[config.mk]
export PLATFORM = sky130hd
export DESIGN_NAME = chrpc_ctrl
export DESIGN_NICKNAME = d
export VERILOG_FILES = /design/src/verilog/chrpc_pkg.sv /design/src/verilog/chrpc_ctrl.sv /design/src/verilog/chrpc_hs_ack.sv /design/src/verilog/chrpc_pause_ctr.sv
export SDC_FILE = /design/constraint.sdc
export NUM_CORES = 1
export LEC_CHECK = 0
export BUFFER_PORTS_ARGS = -buffer_cell sky130_fd_sc_hd__buf_2
export CAP_MARGIN = 20
export CELL_PAD_IN_SITES_DETAIL_PLACEMENT = 0
export CELL_PAD_IN_SITES_GLOBAL_PLACEMENT = 1
export CORE_MARGIN = 1
export CORE_UTILIZATION = 35
export CTS_BUF_LIST = sky130_fd_sc_hd__clkbuf_4 sky130_fd_sc_hd__clkbuf_8 sky130_fd_sc_hd__clkbuf_16
export DETAILED_ROUTE_END_ITERATION = 16
export PLACE_DENSITY_LB_ADDON = 0.1
export SYNTH_ARGS = -nofsm -noshare
export SYNTH_HDL_FRONTEND = slang
export SYNTH_SLANG_ARGS = --single-unit
[constraint.sdc]
create_clock -name sys_clk -period 2.7 [get_ports sys_clk]
set_input_delay 0.27 -clock sys_clk [delete_from_list [all_inputs] [get_ports sys_clk]]
set_output_delay 0.27 -clock sys_clk [all_outputs]
set_load 0.005 [all_outputs]
[src/verilog/chrpc_pkg.sv]
package chrpc_pkg;
    // csr address space
    localparam int CSR_AW = 12; // csr address width
    localparam int CSR_DW = 32; // csr data width
    localparam logic [11:0] PAUSE_ADDR = 12'h7C2; // core pause count
    localparam logic [11:0] PMC_ADDR = 12'h7C6; // power halt control
    // power halt control field
    localparam int PMC_HALT_BIT = 0; // halt request bit, reads zero
    // reset and read values
    localparam logic [31:0] PAUSE_RESET = 32'h0000_0000; // pause count
    localparam logic [31:0] PMC_RESET = 32'h0000_0000; // halt control
    localparam logic [31:0] CSR_READ_VAL = 32'h0000_0000; // both read 0
    // countdown step per core clock
    localparam logic [31:0] PAUSE_STEP = 32'h0000_0001; // decrement
    // core activity states
    typedef enum logic [1:0] {
        ST_RUN,       // running
        ST_QUIESCE,   // draining toward power firmware halt
        ST_PF_HALT,   // power_firmware_halted_state
        ST_DEBUG_HALTED_STATE    // debug_halted_state
    } chrpc_state_t;
endpackage : chrpc_pkg

[src/verilog/chrpc_ctrl.sv]
// How it works
// - both halters must release before leaving debug halt
// - acknowledge controller halt even when already debug-halted
// - run acknowledge only after running, status cleared
// - controller run during debugger operation keeps halt
// - debugger resume keeps halt while controller halt outstanding
// - four wake events end power firmware halt
// - only enabled highest-priority interrupt wakes a halted core
// - pending interrupts serviced once running again
// - dma accepted in both halted states
// - halt bit write starts quiesce then halt
// - halt bit reads zero, ignored in debug mode
// - reserved bits read zero, writes take any value
// - pause count loaded by write, reads zero
// - pause counts down, ends at zero or interrupt
// - pause keeps core in running state
// - power halt during pause freezes the countdown
// - pause length may skid a few cycles
// - wait-for-interrupt is a no-op, never stops core
// - run request and acknowledge follow full handshake
// - debug status high whenever core in debug mode
`timescale 1ns/1ps
module chrpc_ctrl (
    input wire logic sys_clk, // core clock, 50 MHz
    input wire logic rst_n, // synchronous reset, active low
    // csr access
    input wire logic csr_wr_en, // csr write strobe
    input wire logic csr_rd_en, // csr read strobe
    input wire logic [11:0] csr_addr, // csr address
    input wire logic [31:0] csr_wdata, // csr write data
    output logic [31:0] csr_rdata, // csr read data
    output logic csr_rd_valid, // read data valid pulse
    output logic csr_hit, // address is one of ours, registered
    // core debugger
    input wire logic dbg_halt_req, // debugger halt request
    input wire logic dbg_resume_req, // debugger resume request
    input wire logic dbg_busy, // debugger operation in progress
    // multi-core debug controller
    input wire logic mpc_reset_run_req, // start running out of reset
    input wire logic mpc_halt_req, // controller halt request
    output logic mpc_halt_ack, // controller halt acknowledge
    input wire logic mpc_run_req, // controller run request
    output logic mpc_run_ack, // controller run acknowledge
    output logic debug_mode_status, // core in debug mode
    // power management unit
    input wire logic pmu_halt_req, // power unit halt request
    input wire logic pmu_run_req, // power unit run request
    output logic core_halted, // core in power firmware halt
    // wake and interrupt sources
    input wire logic pic_wakeup, // highest-priority interrupt wake
    input wire logic mstatus_mie, // global machine interrupt enable
    input wire logic mie_meie, // external interrupt enable
    input wire logic timer_int, // timer interrupt
    input wire logic nmi_int, // non-maskable interrupt
    input wire logic ext_int_pending, // signalled external interrupt
    output logic ext_int_take, // take the external interrupt now
    // pipeline and dma
    input wire logic core_idle, // pipeline fully quiesced
    output logic exec_stall, // hold instruction execution
    input wire logic dma_req, // dma transfer request
    output logic dma_grant // dma transfer accepted
);
    // activity state and debug halt sources
    chrpc_pkg::chrpc_state_t state; // current activity state
    chrpc_pkg::chrpc_state_t next_state; // next activity state
    logic dbg_hold; // debugger halt outstanding
    logic mpc_hold; // controller halt outstanding
    logic next_dbg_hold; // next debugger hold
    logic next_mpc_hold; // next controller hold
    logic boot_seen; // first cycle after reset release passed
    logic [31:0] pause_count; // remaining pause cycles
    logic pause_active; // pause in progress

    // csr decode
    wire pause_sel = (csr_addr == chrpc_pkg::PAUSE_ADDR); // pause reg
    wire pmc_sel = (csr_addr == chrpc_pkg::PMC_ADDR); // halt control
    wire csr_sel = pause_sel || pmc_sel; // any of our registers
    wire pause_wr = csr_wr_en && pause_sel; // load pause count
    // halt bit write, dropped in debug mode
    wire fw_halt_wr = csr_wr_en && pmc_sel && !debug_mode_status
        && csr_wdata[chrpc_pkg::PMC_HALT_BIT];

    // state decodes
    wire running = (state == chrpc_pkg::ST_RUN); // running state
    wire pf_halt = (state == chrpc_pkg::ST_PF_HALT); // power halt
    wire debug_halted_state = (state == chrpc_pkg::ST_DEBUG_HALTED_STATE); // debug halt

    // debug halt entry and exit
    wire db_enter = dbg_hold || mpc_hold; // any halter outstanding
    wire db_exit = !dbg_hold && !mpc_hold && !dbg_busy;

    // wake from power firmware halt
    wire int_wake = pic_wakeup && mstatus_mie && mie_meie;
    wire wake_any = pmu_run_req || int_wake
        || timer_int || nmi_int;

    // handshake ready terms
    wire halt_ready = debug_mode_status;
    wire run_ready = running && !debug_mode_status;

    // any interrupt received ends a pause; halted, the count stays frozen
    wire any_int = (ext_int_pending || timer_int || nmi_int)
        && running;

    // debug mode status follows the state register
    assign debug_mode_status = debug_halted_state;
    assign core_halted = pf_halt;

    // dma is served in every state, halted ones included
    assign dma_grant = dma_req;

    // lower-priority interrupts wait until running again
    assign ext_int_take = ext_int_pending && running;

    // execution held by pause or any non-running state; wfi plays no
    // part here, so it retires as a plain no-op
    assign exec_stall = pause_active || !running;

    // halter bookkeeping: a new halt wins over a same-cycle release
    always_comb begin
        next_dbg_hold = dbg_hold;
        next_mpc_hold = mpc_hold;
        if (dbg_resume_req && !dbg_busy) begin
            next_dbg_hold = 1'b0; // debugger release
        end
        if (mpc_run_req) begin
            next_mpc_hold = 1'b0; // controller release
        end
        if (dbg_halt_req) begin
            next_dbg_hold = 1'b1; // debugger halt
        end
        if (mpc_halt_req) begin
            next_mpc_hold = 1'b1; // controller halt
        end
        if (!boot_seen && !mpc_reset_run_req) begin
            next_mpc_hold = 1'b1; // controller wants debug from reset
        end
    end

    // activity state transitions
    always_comb begin
        next_state = state;
        case (state)
            chrpc_pkg::ST_RUN: begin
                if (db_enter) begin
                    next_state = chrpc_pkg::ST_DEBUG_HALTED_STATE;
                end else if (fw_halt_wr || pmu_halt_req) begin
                    next_state = chrpc_pkg::ST_QUIESCE;
                end
            end
            chrpc_pkg::ST_QUIESCE: begin
                if (db_enter) begin
                    next_state = chrpc_pkg::ST_DEBUG_HALTED_STATE;
                end else if (core_idle) begin
                    next_state = chrpc_pkg::ST_PF_HALT;
                end
            end
            chrpc_pkg::ST_PF_HALT: begin
                if (db_enter) begin
                    next_state = chrpc_pkg::ST_DEBUG_HALTED_STATE;
                end else if (wake_any) begin
                    next_state = chrpc_pkg::ST_RUN;
                end
            end
            chrpc_pkg::ST_DEBUG_HALTED_STATE: begin
                if (db_exit) begin
                    next_state = chrpc_pkg::ST_RUN;
                end
            end
            default: begin
                next_state = chrpc_pkg::ST_RUN; // recover
            end
        endcase
    end

    // state and halter registers
    always_ff @(posedge sys_clk) begin
        if (!rst_n) begin
            state <= chrpc_pkg::ST_RUN;
            dbg_hold <= 1'b0;
            mpc_hold <= 1'b0;
            boot_seen <= 1'b0;
        end else begin
            state <= next_state;
            dbg_hold <= next_dbg_hold;
            mpc_hold <= next_mpc_hold;
            boot_seen <= 1'b1; // strap caught once after release
        end
    end

    // csr read path: both registers read as zero
    always_ff @(posedge sys_clk) begin
        if (!rst_n) begin
            csr_rdata <= chrpc_pkg::CSR_READ_VAL;
            csr_rd_valid <= 1'b0;
            csr_hit <= 1'b0;
        end else begin
            csr_rdata <= chrpc_pkg::CSR_READ_VAL;
            csr_rd_valid <= csr_rd_en;
            csr_hit <= (csr_rd_en || csr_wr_en) && csr_sel;
        end
    end

    // controller halt handshake
    chrpc_hs_ack u_halt_hs (
        .sys_clk(sys_clk),
        .rst_n(rst_n),
        .req(mpc_halt_req),
        .ready(halt_ready),
        .ack(mpc_halt_ack)
    );

    // controller run handshake
    chrpc_hs_ack u_run_hs (
        .sys_clk(sys_clk),
        .rst_n(rst_n),
        .req(mpc_run_req),
        .ready(run_ready),
        .ack(mpc_run_ack)
    );

    // pause countdown, frozen outside running, length may skid
    chrpc_pause_ctr u_pause (
        .sys_clk(sys_clk),
        .rst_n(rst_n),
        .load(pause_wr),
        .load_val(csr_wdata),
        .run_en(running),
        .abort(any_int),
        .count(pause_count),
        .active(pause_active)
    );
endmodule : chrpc_ctrl

[src/verilog/chrpc_hs_ack.sv]
`timescale 1ns/1ps
// acknowledge side of a full request/acknowledge handshake
module chrpc_hs_ack (
    input wire logic sys_clk, // core clock
    input wire logic rst_n, // synchronous reset, active low
    input wire logic req, // request level from the partner
    input wire logic ready, // condition for acknowledging
    output logic ack // acknowledge level
);
    // ack rises once ready, holds while req, drops after req drops
    always_ff @(posedge sys_clk) begin
        if (!rst_n) begin
            ack <= 1'b0;
        end else if (!req) begin
            ack <= 1'b0; // partner dropped request
        end else if (ready) begin
            ack <= 1'b1; // held until request falls
        end
    end
endmodule : chrpc_hs_ack

[src/verilog/chrpc_pause_ctr.sv]
`timescale 1ns/1ps
// pause countdown: loaded by a csr write, counts while running
module chrpc_pause_ctr (
    input wire logic sys_clk, // core clock
    input wire logic rst_n, // synchronous reset, active low
    input wire logic load, // csr write to the pause count
    input wire logic [31:0] load_val, // value written
    input wire logic run_en, // core in running state
    input wire logic abort, // any interrupt received
    output logic [31:0] count, // remaining pause cycles
    output logic active // pause in progress
);
    // load first, an interrupt ends the pause, else count down
    always_ff @(posedge sys_clk) begin
        if (!rst_n) begin
            count <= chrpc_pkg::PAUSE_RESET;
        end else if (load) begin
            count <= load_val;
        end else if (abort) begin
            count <= chrpc_pkg::PAUSE_RESET;
        end else if (run_en && active) begin
            count <= count - chrpc_pkg::PAUSE_STEP;
        end
    end

    // nonzero count means execution is held
    assign active = (count != chrpc_pkg::PAUSE_RESET);
endmodule : chrpc_pause_ctr

==> flow_summary.toml <==
[floorplan]
die_x_um = 91.0
ios = 105
row_count = 32
start_util = 0.361
core_area_um2 = 7690
fp.dieH_um = 91.0
dieArea_um2 = 8280

[critical_path]
cp.depth = 7
startpoint_type = "flop"
critPathSlowestCell = "or4_1"
worstSetupEndpoint = "exec_stall"
ff2ff_setup_slack_ps = 190
crit_buf_inv = 2
reg2reg_from = "u_pause.count[5]"
cp_cell_sequence = "or4_1, nor4_4, buf_4, nand3_1, nor2_1, nand2_1, buf_2"
cp_top_family = "simple AND/OR/NAND/NOR gates"
cp-startpoint = "u_pause.count[5]"
crit_type = "flop to output pin"
cp_max_fo = 9
endpoint_kind = "output pin"
rr_worst_depth = 6
slowest_delay_ps = 660
worstPathRequired_ps = 2430
regToRegEndpoint = "u_pause.count[21]"
critPathArrivalTime_ps = 2260

[hold_path]
hold_path.class = "primary input to flop"
whs_path_depth = 3

[synthesis]
synth_edf_count = 0
yosysSeqAreaShare = 0.296
yosys_warnings = 0
ys_types = 65
ys_ff_latch = 41
synth_area_um2 = 2770
avgSynthCellArea_um2 = 7.88
synth_top_area_frac = 0.296
async_flop_share = 0
synthCells = 352
synth.top_cells.by_area = "dfxtp_1 30%, buf_4 8.9%, nor2_1 4.7%"
yosys.area.top_type = "dfxtp_1"
synthFlopType = "dfxtp_1"

[placed_design]
dp_hpwl_um = 5980
dp.cells = 516
port_buffers = 70
place_congestion = 0.799

[power_and_ir_drop]
clockPowerShare = 0.229
p_seq_frac = 0.336
intPower_uw = 1410
swShare = 0.395
p_sw_uw = 920
power_density_nw_per_um2 = 713
leakage_uw = 0.00141
comb_power_share = 0.435
peakVddDrop_v = 0.000279

[clock_network]
cts_setup_buffers = 0
cts_buffers = 5
cts.clk_slew.worst_paths_ps = 90
insertion_delay_ps = 300
cts_sinks = 41
h-tree-depth = 2
clock-root-buffer = "clkbuf_8"
tritoncts = "done"
cts_buffer_depth = 2

[status]
violations = "DRC"
status = "finished with violations"

[routing]
drc = 1
vias = 2725
detail_route.wl_per_cell_um = 15.4
drt_iter0_markers = 126
viasPerCell = 5.20
postRouteWirelength_um = 8060
antenna_left = 0
firstDrtPassIters = 10

[cells_and_area]
area_delta_synth_final_pct = 17.6
nets = 486
diodes = 0
layout_commonest_cell = "buf_2"
nFillCells = 829
post-route-util = 0.424
instances_no_fill = 524
layout-drive-gt1-share = 0.270
multi_input_area_um2 = 1710
final_cell_mix = "70 x buf_2, 41 x dfxtp_1, 35 x nor2_1"
seqCellArea_um2 = 821

[run]
drv_cap = 0

[global_routing]
grt_pass1_vias = 2578
antenna_found_initial = 0
grt_overflow_total = 0
grt_pass1_wl_um = 13000
grt_start_max_net_pins = 22
track_usage = 0.196

[sta]
relSlewSlack = 0.280
fmax_mhz = 395
post-route-period-util = 0.938
final_max_slew_viol_count = 0
rsz0062_at_grt = "no"
finalHoldViolCount = 0
setup_violations = 0
skew_ps = 8.07
final.min_clock_period_ps = 2530
fin_tns_setup_ps = 0
tightest_slew_ps = 1080
==> power by group through the flow <==
stage / clock, uW / sequential (uW) / combinational (uW)
finish: 532 / 782 / 1010
global route: 573 / 795 / 1130
CTS: 546 / 780 / 1010
detailed placement: 0 / 793 / 1010
global placement: 0 / 795 / 1010
floorplan: 0 / 766 / 799
==> layout make-up <==
| class | count | area share |
|---|---|---|
| multi-input cells | 285 | 0.526 |
| flip-flops and latches | 41 | 0.252 |
| repair buffers | 83 | 0.141 |
| well taps | 102 | 0.0391 |
| clock buffers | 6 | 0.0253 |
| clock inverters | 2 | 0.0115 |
| inverters | 5 | 0.00575 |
==> worst reg2reg max path: stages, from the launching register on <==
cell,delay (ps)
dfxtp_1,370
or4_1,660
or2_1,320
or3_1,530
nor4_1,230
a31oi_1,120
and3_1,180
==> cell usage after synthesis (all sizes together) (3+ instances only) <==
library cell	number
inv	4
nor4b	3
a211oi	8
or3	9
nand3	10
nor3	17
clkbuf	13
xor2	10
o22ai	4
nand2	24
buf	39
or4	8
and2	7
nor4	12
a22oi	6
or2	5
o21ai	20
a22o	3
nand2b	5
a21oi	26
o311ai	3
nor2	37
o211ai	6
dfxtp	41
a31oi	3
==> state kept, by name, summed over array words and instances (netlist names) <==
name / flops
dbg_hold: 1
boot_seen: 1
u_run_hs.ack: 1
csr_hit: 1
u_pause.count: 32
state: 2
u_halt_hs.ack: 1
csr_rd_valid: 1
mpc_hold: 1
==> worst min-delay path by stage <==
stage	slack [ps]	endpoint	startpoint
after global routing	170	csr_rd_valid	csr_rd_en
after CTS	170	u_pause.count[23]	csr_wdata[23]
after global placement	460	u_pause.count[14]	u_pause.count[14]
after detailed placement	460	u_pause.count[14]	u_pause.count[14]
after floorplan	300	boot_seen	rst_n
final	170	u_pause.count[23]	csr_wdata[23]
==> through the flow <==
step                instance area (um^2)  hold slack [ps]  setup slack, ps  total power, uW
floorplan                           2890              298              305             1570
finish                              3260              170              168             2330
global route                        3260              170             27.7             2500
CTS                                 3260              172             58.0             2340
detailed placement                  3140              462              111             1800
global placement                    3140              456              157             1800
==> layer usage <==
metal  vias up  GRT usage  part of all wire
met4         0     0.0450            0.0083
met1      1246      0.276              0.49
met5         -          0                 0
li1       1369          -                 -
met2       105      0.314              0.43
met3         5     0.0318             0.065
==> timing repair <==
| action | 4_1_cts | 5_1_grt |
|---|---|---|
| hold buffers | 0 | 0 |
| gates resized for setup | 0 | 1 |
| endpoints found under the setup margin | 0 | 12 |
==> cell families (layout without fill, tap and decap cells) <==
group,Yosys count,after routing,synth area share
buf+inv,57,96,0.131
compound gates,94,94,0.236
simple gates,147,147,0.296
other cells,1,32,0.00135
flops,41,41,0.296
mux,1,1,0.00361
xor+xnor,10,10,0.0316
fa+ha+maj,1,1,0.00451
Note: power is estimated with default switching activity, not from simulation.
